<file path="src/rtl/tap_pkg.sv">
package tap_pkg;
  typedef enum logic [3:0] {
    TLR, RTI, SEL_DR, CAP_DR, SHIFT_DR, EXIT1_DR, PAUSE_DR, EXIT2_DR, UPD_DR,
    SEL_IR, CAP_IR, SHIFT_IR, EXIT1_IR, PAUSE_IR, EXIT2_IR, UPD_IR
  } tap_state_t;

  localparam int IR_W = 16;
  localparam logic [15:0] IR_RESET = 16'hFFFF;
  localparam int CMD_HI = 15;
  localparam int CMD_LO = 12;
  localparam logic [11:0] RSVD_ONES = 12'hFFF;
  localparam logic [3:0] CMD_EXTEST = 4'h0;
  localparam logic [3:0] CMD_SAMPLE = 4'h4;
  localparam logic [3:0] CMD_DRST_NEGATE = 4'h6;
  localparam logic [3:0] CMD_DRST_ASSERT = 4'h7;
  localparam logic [2:0] CMD_DINT_TOP = 3'h5;
  localparam logic [3:0] CMD_BYPASS = 4'hF;
  localparam logic [31:0] TEST_INSTRUCTION_ADDR = 32'hA4000200;
  localparam int SCAN_LEN = 347;
  localparam int DIN_HI = 346;
  localparam int DIN_LO = 315;
  localparam int DOUT_HI = 306;
  localparam int DOUT_LO = 275;
  localparam int DCTL_HI = 274;
  localparam int DCTL_LO = 243;
  localparam logic SCAN_RESET = 1'b0;
  localparam logic BYPASS_RESET = 1'b0;
endpackage : tap_pkg
</file>
<file path="src/rtl/scan_link_if.sv">
`timescale 1ns/10ps
interface scan_link_if #(parameter int DATA_W = 32);
  logic tck_rise;
  logic tck_fall;
  logic tms;
  logic tdi;
  logic trst_n;
  logic [DATA_W-1:0] d_in;
  modport sampler (output tck_rise, output tck_fall, output tms, output tdi,
    output trst_n, output d_in);
  modport core (input tck_rise, input tck_fall, input tms, input tdi,
    input trst_n, input d_in);
endinterface : scan_link_if

</file>
<file path="src/rtl/pin_sampler.sv">
`timescale 1ns/10ps
module pin_sampler #(
  parameter int DATA_W = 32
) (
  input wire logic sys_clk,            // System clock
  input wire logic rst,                // Async reset
  input wire logic tck,                // Test clock pin
  input wire logic tms,                // Mode select pin
  input wire logic tdi,                // Serial data in pin
  input wire logic trst_n,             // Test reset pin
  input wire logic [DATA_W-1:0] d_in,  // Data bus pad inputs
  scan_link_if.sampler lnk             // Synchronised view
);
  localparam int W = DATA_W + 4;
  logic [W-1:0] s1_r, s1_nxt, s2_r, s2_nxt;
  logic tck_d_r, tck_d_nxt;

  // Stage one feeds stage two only; edges are found on stage two
  always_comb begin
    s1_nxt = {d_in, trst_n, tdi, tms, tck};
    s2_nxt = s1_r;
    tck_d_nxt = s2_r[0];
  end

  always_ff @(posedge sys_clk or posedge rst) begin
    if (rst) begin
      s1_r <= '0;
      s2_r <= '0;
      tck_d_r <= 1'b0;
    end else begin
      s1_r <= s1_nxt;
      s2_r <= s2_nxt;
      tck_d_r <= tck_d_nxt;
    end
  end

  assign lnk.tck_rise = s2_r[0] & ~tck_d_r;
  assign lnk.tck_fall = ~s2_r[0] & tck_d_r;
  assign lnk.tms = s2_r[1];
  assign lnk.tdi = s2_r[2];
  assign lnk.trst_n = s2_r[3];
  assign lnk.d_in = s2_r[W-1:4];
endmodule : pin_sampler

</file>
<file path="src/rtl/tap_instruction_and_scan_regs.sv">
`timescale 1ns/10ps
module tap_instruction_and_scan_regs #(
  parameter int DATA_W = 32,
  parameter int SCAN_LEN = tap_pkg::SCAN_LEN
) (
  input wire logic sys_clk,                   // 50 MHz system clock
  input wire logic rst,                       // Async reset, active high
  input wire logic tck,                       // Test clock pin
  input wire logic tms,                       // Mode select pin
  input wire logic tdi,                       // Serial data in pin
  input wire logic trst_n,                    // Test reset pin, active low
  output logic tdo,                           // Serial data out
  output logic tdo_oe_n,                      // Low while shifting out
  input wire logic cpu_rd,                    // Processor read strobe
  input wire logic cpu_wr,                    // Processor write strobe, ignored
  input wire logic [31:0] cpu_addr,           // Processor address
  output logic [15:0] cpu_rdata,              // Processor read data
  input wire logic [DATA_W-1:0] d_pad_in,     // Data bus pad inputs
  input wire logic [DATA_W-1:0] core_d_out,   // Functional data out
  input wire logic [DATA_W-1:0] core_d_oe_n,  // Functional drive enable, low drives
  output logic [DATA_W-1:0] d_pad_out,        // Data bus pad outputs
  output logic [DATA_W-1:0] d_pad_oe_n,       // Low while pad is driven
  input wire logic [SCAN_LEN-1:0] other_cell_in,   // Capture for address/control cells
  output logic [SCAN_LEN-1:0] other_cell_out,      // Update latches of all cells
  output logic extest_active,                 // Pads under scan control
  output logic debug_reset,                   // Debug reset request level
  output logic debug_irq                      // Debug interrupt, one-cycle pulse
);
  scan_link_if #(.DATA_W(DATA_W)) lnk ();

  pin_sampler #(.DATA_W(DATA_W)) u_sampler (
    .sys_clk(sys_clk),
    .rst(rst),
    .tck(tck),
    .tms(tms),
    .tdi(tdi),
    .trst_n(trst_n),
    .d_in(d_pad_in),
    .lnk(lnk.sampler)
  );

  function automatic tap_pkg::tap_state_t tap_next(tap_pkg::tap_state_t s, logic m);
    case (s)
      tap_pkg::TLR: tap_next = m ? tap_pkg::TLR : tap_pkg::RTI;
      tap_pkg::RTI: tap_next = m ? tap_pkg::SEL_DR : tap_pkg::RTI;
      tap_pkg::SEL_DR: tap_next = m ? tap_pkg::SEL_IR : tap_pkg::CAP_DR;
      tap_pkg::CAP_DR: tap_next = m ? tap_pkg::EXIT1_DR : tap_pkg::SHIFT_DR;
      tap_pkg::SHIFT_DR: tap_next = m ? tap_pkg::EXIT1_DR : tap_pkg::SHIFT_DR;
      tap_pkg::EXIT1_DR: tap_next = m ? tap_pkg::UPD_DR : tap_pkg::PAUSE_DR;
      tap_pkg::PAUSE_DR: tap_next = m ? tap_pkg::EXIT2_DR : tap_pkg::PAUSE_DR;
      tap_pkg::EXIT2_DR: tap_next = m ? tap_pkg::UPD_DR : tap_pkg::SHIFT_DR;
      tap_pkg::UPD_DR: tap_next = m ? tap_pkg::SEL_DR : tap_pkg::RTI;
      tap_pkg::SEL_IR: tap_next = m ? tap_pkg::TLR : tap_pkg::CAP_IR;
      tap_pkg::CAP_IR: tap_next = m ? tap_pkg::EXIT1_IR : tap_pkg::SHIFT_IR;
      tap_pkg::SHIFT_IR: tap_next = m ? tap_pkg::EXIT1_IR : tap_pkg::SHIFT_IR;
      tap_pkg::EXIT1_IR: tap_next = m ? tap_pkg::UPD_IR : tap_pkg::PAUSE_IR;
      tap_pkg::PAUSE_IR: tap_next = m ? tap_pkg::EXIT2_IR : tap_pkg::PAUSE_IR;
      tap_pkg::EXIT2_IR: tap_next = m ? tap_pkg::UPD_IR : tap_pkg::SHIFT_IR;
      tap_pkg::UPD_IR: tap_next = m ? tap_pkg::SEL_DR : tap_pkg::RTI;
      default: tap_next = tap_pkg::TLR;
    endcase
  endfunction : tap_next

  function automatic logic is_data_cell(int i);
    is_data_cell = (i <= tap_pkg::DIN_HI && i >= tap_pkg::DIN_LO) ||
                   (i <= tap_pkg::DOUT_HI && i >= tap_pkg::DCTL_LO);
  endfunction : is_data_cell

  tap_pkg::tap_state_t state_r, state_nxt;
  logic [15:0] ir_shift_r, ir_shift_nxt;
  logic [15:0] test_instruction_r, test_instruction_nxt;
  logic single_bit_bypass_reg_r, single_bit_bypass_reg_nxt;
  logic [SCAN_LEN-1:0] pin_scan_chain_r, pin_scan_chain_nxt;
  logic [SCAN_LEN-1:0] upd_r, upd_nxt;
  logic tdo_r, tdo_nxt, tdo_oe_n_r, tdo_oe_n_nxt;
  logic debug_reset_r, debug_reset_nxt, debug_irq_r, debug_irq_nxt;
  logic [15:0] cpu_rdata_r, cpu_rdata_nxt;
  logic [3:0] test_command_field;
  logic scan_sel, tap_init, upd_ir_ev;

  assign test_command_field = test_instruction_r[tap_pkg::CMD_HI:tap_pkg::CMD_LO];
  assign scan_sel = (test_command_field == tap_pkg::CMD_EXTEST) ||
                    (test_command_field == tap_pkg::CMD_SAMPLE);
  // Sampled test reset still overrides every clock edge, so no test clock is needed
  assign tap_init = !lnk.trst_n || state_r == tap_pkg::TLR;
  assign upd_ir_ev = lnk.tck_fall && state_r == tap_pkg::UPD_IR;

  always_comb begin
    state_nxt = state_r;
    ir_shift_nxt = ir_shift_r;
    test_instruction_nxt = test_instruction_r;
    single_bit_bypass_reg_nxt = single_bit_bypass_reg_r;
    pin_scan_chain_nxt = pin_scan_chain_r;
    upd_nxt = upd_r;
    tdo_nxt = tdo_r;
    tdo_oe_n_nxt = tdo_oe_n_r;
    debug_reset_nxt = debug_reset_r;
    debug_irq_nxt = 1'b0;
    if (lnk.tck_rise) begin
      state_nxt = tap_next(state_r, lnk.tms);
      case (state_r)
        tap_pkg::CAP_IR: ir_shift_nxt = test_instruction_r;
        tap_pkg::SHIFT_IR: ir_shift_nxt = {lnk.tdi, ir_shift_r[15:1]};
        tap_pkg::CAP_DR: begin
          single_bit_bypass_reg_nxt = 1'b0;
          if (scan_sel) begin
            for (int i = 0; i < SCAN_LEN; i++) begin
              if (!is_data_cell(i)) pin_scan_chain_nxt[i] = other_cell_in[i];
            end
            pin_scan_chain_nxt[tap_pkg::DIN_HI:tap_pkg::DIN_LO] = lnk.d_in;
            pin_scan_chain_nxt[tap_pkg::DOUT_HI:tap_pkg::DOUT_LO] = d_pad_out;
            pin_scan_chain_nxt[tap_pkg::DCTL_HI:tap_pkg::DCTL_LO] = d_pad_oe_n;
          end
        end
        tap_pkg::SHIFT_DR: begin
          if (scan_sel) begin
            pin_scan_chain_nxt = {lnk.tdi, pin_scan_chain_r[SCAN_LEN-1:1]};
          end else begin
            single_bit_bypass_reg_nxt = lnk.tdi;
          end
        end
        default: ;
      endcase
    end
    if (lnk.tck_fall) begin
      // Output changes on the falling edge so the tester samples a settled bit
      tdo_oe_n_nxt = !(state_r == tap_pkg::SHIFT_IR || state_r == tap_pkg::SHIFT_DR);
      if (state_r == tap_pkg::SHIFT_IR) tdo_nxt = ir_shift_r[0];
      else if (state_r == tap_pkg::SHIFT_DR) begin
        tdo_nxt = scan_sel ? pin_scan_chain_r[0] : single_bit_bypass_reg_r;
      end
      if (state_r == tap_pkg::UPD_DR && scan_sel) upd_nxt = pin_scan_chain_r;
    end
    if (upd_ir_ev) begin
      test_instruction_nxt = {ir_shift_r[tap_pkg::CMD_HI:tap_pkg::CMD_LO],
                              tap_pkg::RSVD_ONES};
      case (ir_shift_r[tap_pkg::CMD_HI:tap_pkg::CMD_LO])
        tap_pkg::CMD_DRST_ASSERT: debug_reset_nxt = 1'b1;
        tap_pkg::CMD_DRST_NEGATE: debug_reset_nxt = 1'b0;
        default: begin
          if (ir_shift_r[tap_pkg::CMD_HI:tap_pkg::CMD_HI-2] == tap_pkg::CMD_DINT_TOP) begin
            debug_irq_nxt = 1'b1;
          end
        end
      endcase
    end
    if (tap_init) begin
      test_instruction_nxt = tap_pkg::IR_RESET;
      single_bit_bypass_reg_nxt = tap_pkg::BYPASS_RESET;
      pin_scan_chain_nxt = {SCAN_LEN{tap_pkg::SCAN_RESET}};
      upd_nxt = {SCAN_LEN{tap_pkg::SCAN_RESET}};
      tdo_oe_n_nxt = 1'b1;
      if (!lnk.trst_n) state_nxt = tap_pkg::TLR;
    end
  end

  always_ff @(posedge sys_clk or posedge rst) begin
    if (rst) begin
      state_r <= tap_pkg::TLR;
      ir_shift_r <= tap_pkg::IR_RESET;
      test_instruction_r <= tap_pkg::IR_RESET;
      single_bit_bypass_reg_r <= tap_pkg::BYPASS_RESET;
      pin_scan_chain_r <= '0;
      upd_r <= '0;
      tdo_r <= 1'b0;
      tdo_oe_n_r <= 1'b1;
      debug_reset_r <= 1'b0;
      debug_irq_r <= 1'b0;
    end else begin
      state_r <= state_nxt;
      ir_shift_r <= ir_shift_nxt;
      test_instruction_r <= test_instruction_nxt;
      single_bit_bypass_reg_r <= single_bit_bypass_reg_nxt;
      pin_scan_chain_r <= pin_scan_chain_nxt;
      upd_r <= upd_nxt;
      tdo_r <= tdo_nxt;
      tdo_oe_n_r <= tdo_oe_n_nxt;
      debug_reset_r <= debug_reset_nxt;
      debug_irq_r <= debug_irq_nxt;
    end
  end

  // Processor side: read only; cpu_wr is accepted and discarded
  always_comb begin
    cpu_rdata_nxt = cpu_rdata_r;
    if (cpu_rd) begin
      cpu_rdata_nxt = (cpu_addr == tap_pkg::TEST_INSTRUCTION_ADDR) ?
                      test_instruction_r : 16'h0000;
    end
  end

  always_ff @(posedge sys_clk or posedge rst) begin
    if (rst) cpu_rdata_r <= 16'h0000;
    else cpu_rdata_r <= cpu_rdata_nxt;
  end

  assign extest_active = test_command_field == tap_pkg::CMD_EXTEST;
  always_comb begin
    d_pad_out = core_d_out;
    d_pad_oe_n = core_d_oe_n;
    if (extest_active) begin
      d_pad_out = upd_r[tap_pkg::DOUT_HI:tap_pkg::DOUT_LO];
      d_pad_oe_n = upd_r[tap_pkg::DCTL_HI:tap_pkg::DCTL_LO];
    end
  end

  assign other_cell_out = upd_r;
  assign tdo = tdo_r;
  assign tdo_oe_n = tdo_oe_n_r;
  assign cpu_rdata = cpu_rdata_r;
  assign debug_reset = debug_reset_r;
  assign debug_irq = debug_irq_r;

  property p_bypass_out;
    @(posedge sys_clk) disable iff (rst)
    (lnk.tck_fall && state_r == tap_pkg::SHIFT_DR && test_command_field == tap_pkg::CMD_BYPASS)
      |=> tdo_r == $past(single_bit_bypass_reg_r) && !tdo_oe_n_r;
  endproperty
  a_bypass_out: assert property (p_bypass_out) else $error("bypass bit not on tdo");
  property p_trst_init;
    @(posedge sys_clk) disable iff (rst)
    !lnk.trst_n |=> test_instruction_r == tap_pkg::IR_RESET && state_r == tap_pkg::TLR;
  endproperty
  a_trst_init: assert property (p_trst_init) else $error("test reset missed");
  property p_tlr_init;
    @(posedge sys_clk) disable iff (rst)
    state_r == tap_pkg::TLR |=> test_instruction_r == tap_pkg::IR_RESET && !upd_r[0];
  endproperty
  a_tlr_init: assert property (p_tlr_init) else $error("reset state did not init");
  property p_rsvd_ones;
    @(posedge sys_clk) disable iff (rst)
    test_instruction_r[11:0] == tap_pkg::RSVD_ONES;
  endproperty
  a_rsvd_ones: assert property (p_rsvd_ones) else $error("reserved bits not one");
  property p_cpu_no_write;
    @(posedge sys_clk) disable iff (rst)
    (cpu_wr && !upd_ir_ev && !tap_init) |=> $stable(test_instruction_r);
  endproperty
  a_cpu_no_write: assert property (p_cpu_no_write) else $error("cpu write changed reg");
  property p_cpu_read;
    @(posedge sys_clk) disable iff (rst)
    (cpu_rd && cpu_addr == tap_pkg::TEST_INSTRUCTION_ADDR)
      |=> cpu_rdata == $past(test_instruction_r);
  endproperty
  a_cpu_read: assert property (p_cpu_read) else $error("wrong read data");
  property p_drst;
    @(posedge sys_clk) disable iff (rst)
    (upd_ir_ev && ir_shift_r[15:12] == tap_pkg::CMD_DRST_ASSERT) |=> debug_reset ##1 debug_reset;
  endproperty
  a_drst: assert property (p_drst) else $error("debug reset not asserted");
  property p_irq_pulse;
    @(posedge sys_clk) disable iff (rst)
    debug_irq |-> $past(upd_ir_ev) ##1 !debug_irq;
  endproperty
  a_irq_pulse: assert property (p_irq_pulse) else $error("debug irq not a pulse");
  property p_pin_drive;
    @(posedge sys_clk) disable iff (rst)
    (extest_active && !upd_r[tap_pkg::DCTL_LO])
      |-> !d_pad_oe_n[0] && d_pad_out[0] == upd_r[tap_pkg::DOUT_LO];
  endproperty
  a_pin_drive: assert property (p_pin_drive) else $error("control cell ignored");
  property p_chain_entry;
    @(posedge sys_clk) disable iff (rst)
    (lnk.tck_rise && state_r == tap_pkg::SHIFT_DR && scan_sel && !tap_init)
      |=> pin_scan_chain_r[tap_pkg::DIN_HI] == $past(lnk.tdi);
  endproperty
  a_chain_entry: assert property (p_chain_entry) else $error("chain entry wrong");
  property p_drst_clr;
    @(posedge sys_clk) disable iff (rst)
    (upd_ir_ev && ir_shift_r[15:12] == tap_pkg::CMD_DRST_NEGATE) |=> !debug_reset;
  endproperty
  a_drst_clr: assert property (p_drst_clr) else $error("debug reset not negated");
  // The command field must come only from the serial shift stage
  property p_ir_update;
    @(posedge sys_clk) disable iff (rst)
    (upd_ir_ev && !tap_init)
      |=> test_instruction_r[15:12] == $past(ir_shift_r[tap_pkg::CMD_HI:tap_pkg::CMD_LO]);
  endproperty
  a_ir_update: assert property (p_ir_update) else $error("command not updated");
  property p_ir_out;
    @(posedge sys_clk) disable iff (rst)
    (lnk.tck_fall && state_r == tap_pkg::SHIFT_IR && lnk.trst_n)
      |=> !tdo_oe_n_r && tdo_r == $past(ir_shift_r[0]);
  endproperty
  a_ir_out: assert property (p_ir_out) else $error("instruction bit not on tdo");
  c_bypass: cover property (@(posedge sys_clk) disable iff (rst)
    state_r == tap_pkg::SHIFT_DR && test_command_field == tap_pkg::CMD_BYPASS);
  c_extest: cover property (@(posedge sys_clk) disable iff (rst) extest_active && !d_pad_oe_n[0]);
  c_drst: cover property (@(posedge sys_clk) disable iff (rst) $rose(debug_reset));
  c_irq: cover property (@(posedge sys_clk) disable iff (rst) debug_irq);
  c_scan_shift: cover property (@(posedge sys_clk) disable iff (rst)
    lnk.tck_rise && state_r == tap_pkg::SHIFT_DR && scan_sel);
endmodule : tap_instruction_and_scan_regs

</file>
<file path="config.mk">
export PLATFORM = sky130hd
export DESIGN_NAME = tap_instruction_and_scan_regs
export DESIGN_NICKNAME = d
export VERILOG_FILES = /design/src/rtl/tap_pkg.sv /design/src/rtl/scan_link_if.sv /design/src/rtl/pin_sampler.sv /design/src/rtl/tap_instruction_and_scan_regs.sv
export SDC_FILE = /design/constraint.sdc
export NUM_CORES = 2
export LEC_CHECK = 0
export BUFFER_PORTS_ARGS = -buffer_cell sky130_fd_sc_hd__buf_2
export CORE_AREA = 5 5 352 354
export CTS_CLUSTER_DIAMETER = 80
export DETAILED_ROUTE_END_ITERATION = 7
export DIE_AREA = 0 0 357 359
export PLACE_DENSITY = 0.43
export SKIP_CTS_REPAIR_TIMING = 1
export SLEW_MARGIN = 20
export SYNTH_ARGS = -nofsm -noshare
export SYNTH_HDL_FRONTEND = slang
export SYNTH_HIERARCHICAL = 1
export SYNTH_SLANG_ARGS = --single-unit
</file>
<file path="constraint.sdc">
create_clock -name sys_clk -period 25 [get_ports sys_clk]
set_input_delay 2.5 -clock sys_clk [delete_from_list [all_inputs] [get_ports sys_clk]]
set_output_delay 2.5 -clock sys_clk [all_outputs]
set_load 0.01 [all_outputs]
</file>
# Yosys cells after proc, flatten, opt, wreduce, memory -nomap -nowiden
# Cells that the tools add are included.
# word_totals
reg_bits	824
input_bits	483
output_inout_bits	432
elab_cells	111
# classes
eq_ne	23
muxes	43
bitwise_logic	4
n_reduce_logical	27
# ops
cell	n
$mux W347	7
$pmux W347 S2	1
$mux W32	2
$mux W16	3
$pmux W4 S12	1
$eq A32 B32 Y1 const B	1
$eq A4 B4 Y1 const B	8
$pmux W16 S2	1
$eq A4 B3 Y1 const B	7
$mux W4	7
$mux W1	14
$reduce_bool A2 Y1	7
$ne A3 B3 Y1 const B	3
$eq A4 B2 Y1 const B	2
$logic_not A4 Y1	2
$reduce_and A2 Y1	4
$mux W2	3
$mux W3	2
$reduce_or A2 Y1	3
$eq A4 B1 Y1 const B	1
$pmux W1 S2	2
$reduce_and A4 Y1	1
$eq A3 B3 Y1 const B	1
$logic_or A1 B1 Y1	3
7 further kinds	11

# Longest topological paths before layout
# logic_depth
depth_word	6
mapped_depth	8
ltp_nobuf	5

# By module
# Netlist, hierarchy kept.
# by_module_without_submodules
module	instances	cells_each	area_each_um2	seq_area_each_um2
tap_instruction_and_scan_regs	1	2208	30878.4	18243.7
pin_sampler	1	108	2085.8	1826.8

# Worst setup path after synthesis
# No wires, ideal clock.
# synth_timing
path_type	input port to output port
startpoint	input port core_d_oe_n[0]
endpoint	output port d_pad_oe_n[0]
t_arrival_ns	2.781
t_required_ns	22.500
slack_ns	19.719
cell_stages	1
n_path_buf	0
path_cell_list	mux2_2
# synth_via
elab_chain_cells	1
# synth_rtl
element	line	text
start: declaration	tap_instruction_and_scan_regs.sv:20	input wire logic [DATA_W-1:0] core_d_oe_n,
$mux W32	tap_instruction_and_scan_regs.sv:201	if (extest_active) begin
end: declaration	tap_instruction_and_scan_regs.sv:22	output logic [DATA_W-1:0] d_pad_oe_n,
# Every way passes these cells.

==> qor.csv <==
metric,value,unit
cts_tree,built,
critPathCaptureType,asynchronous set/reset pin,
synth-seq-cells,801,
ys_dominant_reg_cell,dfrtp_1,
die_h,359,µm
peakVddDrop,0.0490,mV
synth_area_leaders,"dfrtp_1 59%, mux2i_1 11%, a22o_1 9.3%",
drv_cap,0,
grt.total_usage,16.7,%
run_status,"finished, final reports clean",
clockPowerShare,49.8,%
hold_class,reg2reg,
io_pins,915,
drtIter0Drc,1527,
ant_nets,0,
viasPerCell,4.92,
start_util,27.3,%
synthCells,2316,
syn_nets,2799,
setup-violations-final,0,
routed_wl,112000,µm
netSwitchingPower,0.000654,W
rows,128,
avgSynthCellArea,14.2,µm²
drt_drc_violations_left,0,
startpoint_type,input pin,
grt_busiest_layer,met2,
area_growth,24.5,%
fin_crit,6500,ps
internal_power,0.00221,W
vias,23300,
cts.sinks,801,
core_area,121000,µm²
wl_per_cell,23.6,µm
grt_util_met1,20.1,%
worst_pin_slew,1340,ps
antenna_found_initial,29,
clock_path_buffers,3,
dp_hpwl,74300,µm
p_leak,19.8,nW
h-tree-depth,3,
swShare,22.9,%
seq_power_share,45.7,%
fin_worst_skew,33.1,ps
worstPathArrival,7170,ps
synth_area,33000,µm²
root_buffer,clkbuf_16,
final_core_util,34.0,%
insertion_delay,660,ps
rsz0062_at_grt,no,
met3_usage,4.77,%
grt_max_degree,180,
dieWidth,357,µm
report.final.slew_viol_count,0,
p_comb_share,4.6,%
crit_type,in2async,
finalPower,0.00286,W
tns,0,ps
slew_headroom,10.5,%
async_reset_ff_share,100,%
dieArea,128000,µm²
drive_above_1_share,35.7,%
power_density,69.8,nW/µm²
synth_cell_types,48,
fmax,154,MHz
port_buffers,817,
first_global_vias,25000,
hold_violations,0,
synth-edff-count,0,
required,25670,ps
post-route-period-util,26.0,%
crit_fanout,107,
gp_congestion,0.898,
gr-usage-met2,28.5,%
firstDrtPassIters,7,
synth_top_area_share,59.2,%
cts_buffers,95,
grt_pass1_wl,167000,µm
ys_seq_area_share,60.9,%
clk_pin_slew,60,ps
gr-total-overflow,0,
nets,3491,
ys_warn_count,6,
synth_area_leader_cell,dfrtp_1,
## critical path, cell delays in order
cell and delay [ps]:
buf_2 140, inv_8 450, buf_4 770, buf_4 700, buf_4 820, buf_4 700
buf_4 810
## sequential cells by signal, summed over array words and instances (netlist names)
signal,count
cpu_rdata,5
state_r,4
tdo_oe_n,1
other_cell_out,347
u_sampler/tck_d_r,1
debug_irq,1
single_bit_bypass_reg_r,1
test_instruction_r,4
debug_reset,1
pin_scan_chain_r,347
tdo,1
u_sampler/s2_r,36
u_sampler/s1_r,36
ir_shift_r,16
## final timing paths
check,end,cells past startpoint,startpoint,slack (ps)
max,other_cell_out[183],7,rst,18500
min,u_sampler/s2_r[19],0,u_sampler/s1_r[19],330
max reg2reg,other_cell_out[144],6,state_r[3],20640
min reg2reg,u_sampler/s2_r[19],0,u_sampler/s1_r[19],330
max in group sys_clk,d_pad_out[10],3,core_d_out[10],19340
min in group asynchronous,u_sampler/s1_r[28],2,rst,1880
## cell usage after synthesis, types with 3 or more instances
cell type	number
nand3b_1	3
nor4b_1	3
nor2_1	19
nand2b_1	3
buf_2	122
buf_4	48
a21oi_1	4
buf_1	3
a22o_1	351
dfrtp_1	780
dfstp_2	21
o2bb2ai_1	347
clkbuf_1	27
nand2_1	29
nor4_1	6
inv_1	7
nand3_1	8
nor2b_1	3
mux2_2	66
o21ai_0	23
buf_6	56
nand4_1	4
mux2i_1	352
## power by group through the flow
stage          clock network [W]  registers, W  logic (W)
2_1_floorplan                  0       0.00133  0.0000767
3_3_place_gp                   0       0.00133   0.000132
3_5_place_dp                   0       0.00133   0.000135
4_1_cts                  0.00147       0.00131   0.000135
5_1_grt                  0.00153       0.00131   0.000146
6_report                 0.00143       0.00131   0.000131
## routing by layer
layer  vias to the layer above  routed length, µm
met5                         -                130
met4                        20               3540
met3                       200               8120
met2                       717              55400
met1                     12100              44400
li1                      10300                  -
## layout by cell type, fill, tap and decap left out, drive strengths merged, types with 23 or more instances in the layout
| master | Yosys | final |
|---|---|---|
| buf | 229 | 851 |
| dfrtp | 780 | 780 |
| mux2i | 352 | 352 |
| a22o | 351 | 351 |
| o2bb2ai | 347 | 347 |
| clkbuf | 27 | 143 |
| mux2 | 66 | 66 |
| nand2 | 29 | 29 |
| o21ai | 23 | 23 |
| clkinv | 0 | 23 |
## final cells by class
type	count	area, µm²
tap	1625	2030
antenna	15	37.5
fill	12100	79700
inverter	7	35.0
timing repair buffer	851	4420
multi-input combinational	1252	11200
clock inverter	33	439
sequential	801	20100
clock buffer	143	2810
## cell families after synthesis
family	Yosys count	share of synthesized area, %
flops	801	60.9
compound gates	744	19.5
mux	418	12.9
buf+inv	263	5.28
simple gates	90	1.43
## through the flow
stage / instance area, µm² / std cells / hold slack [ps] / setup WS (ps)
6_report: 41000 / 4727 / 333 / 18500
5_1_grt: 41000 / 4720 / 337 / 17580
4_1_cts: 41000 / 4711 / 333 / 18160
3_5_place_dp: 37700 / 4535 / 335 / 17410
3_3_place_gp: 37700 / 4535 / 335 / 17590
2_1_floorplan: 33000 / 2316 / 331 / 2110
Power figures use the tool's default switching activity.
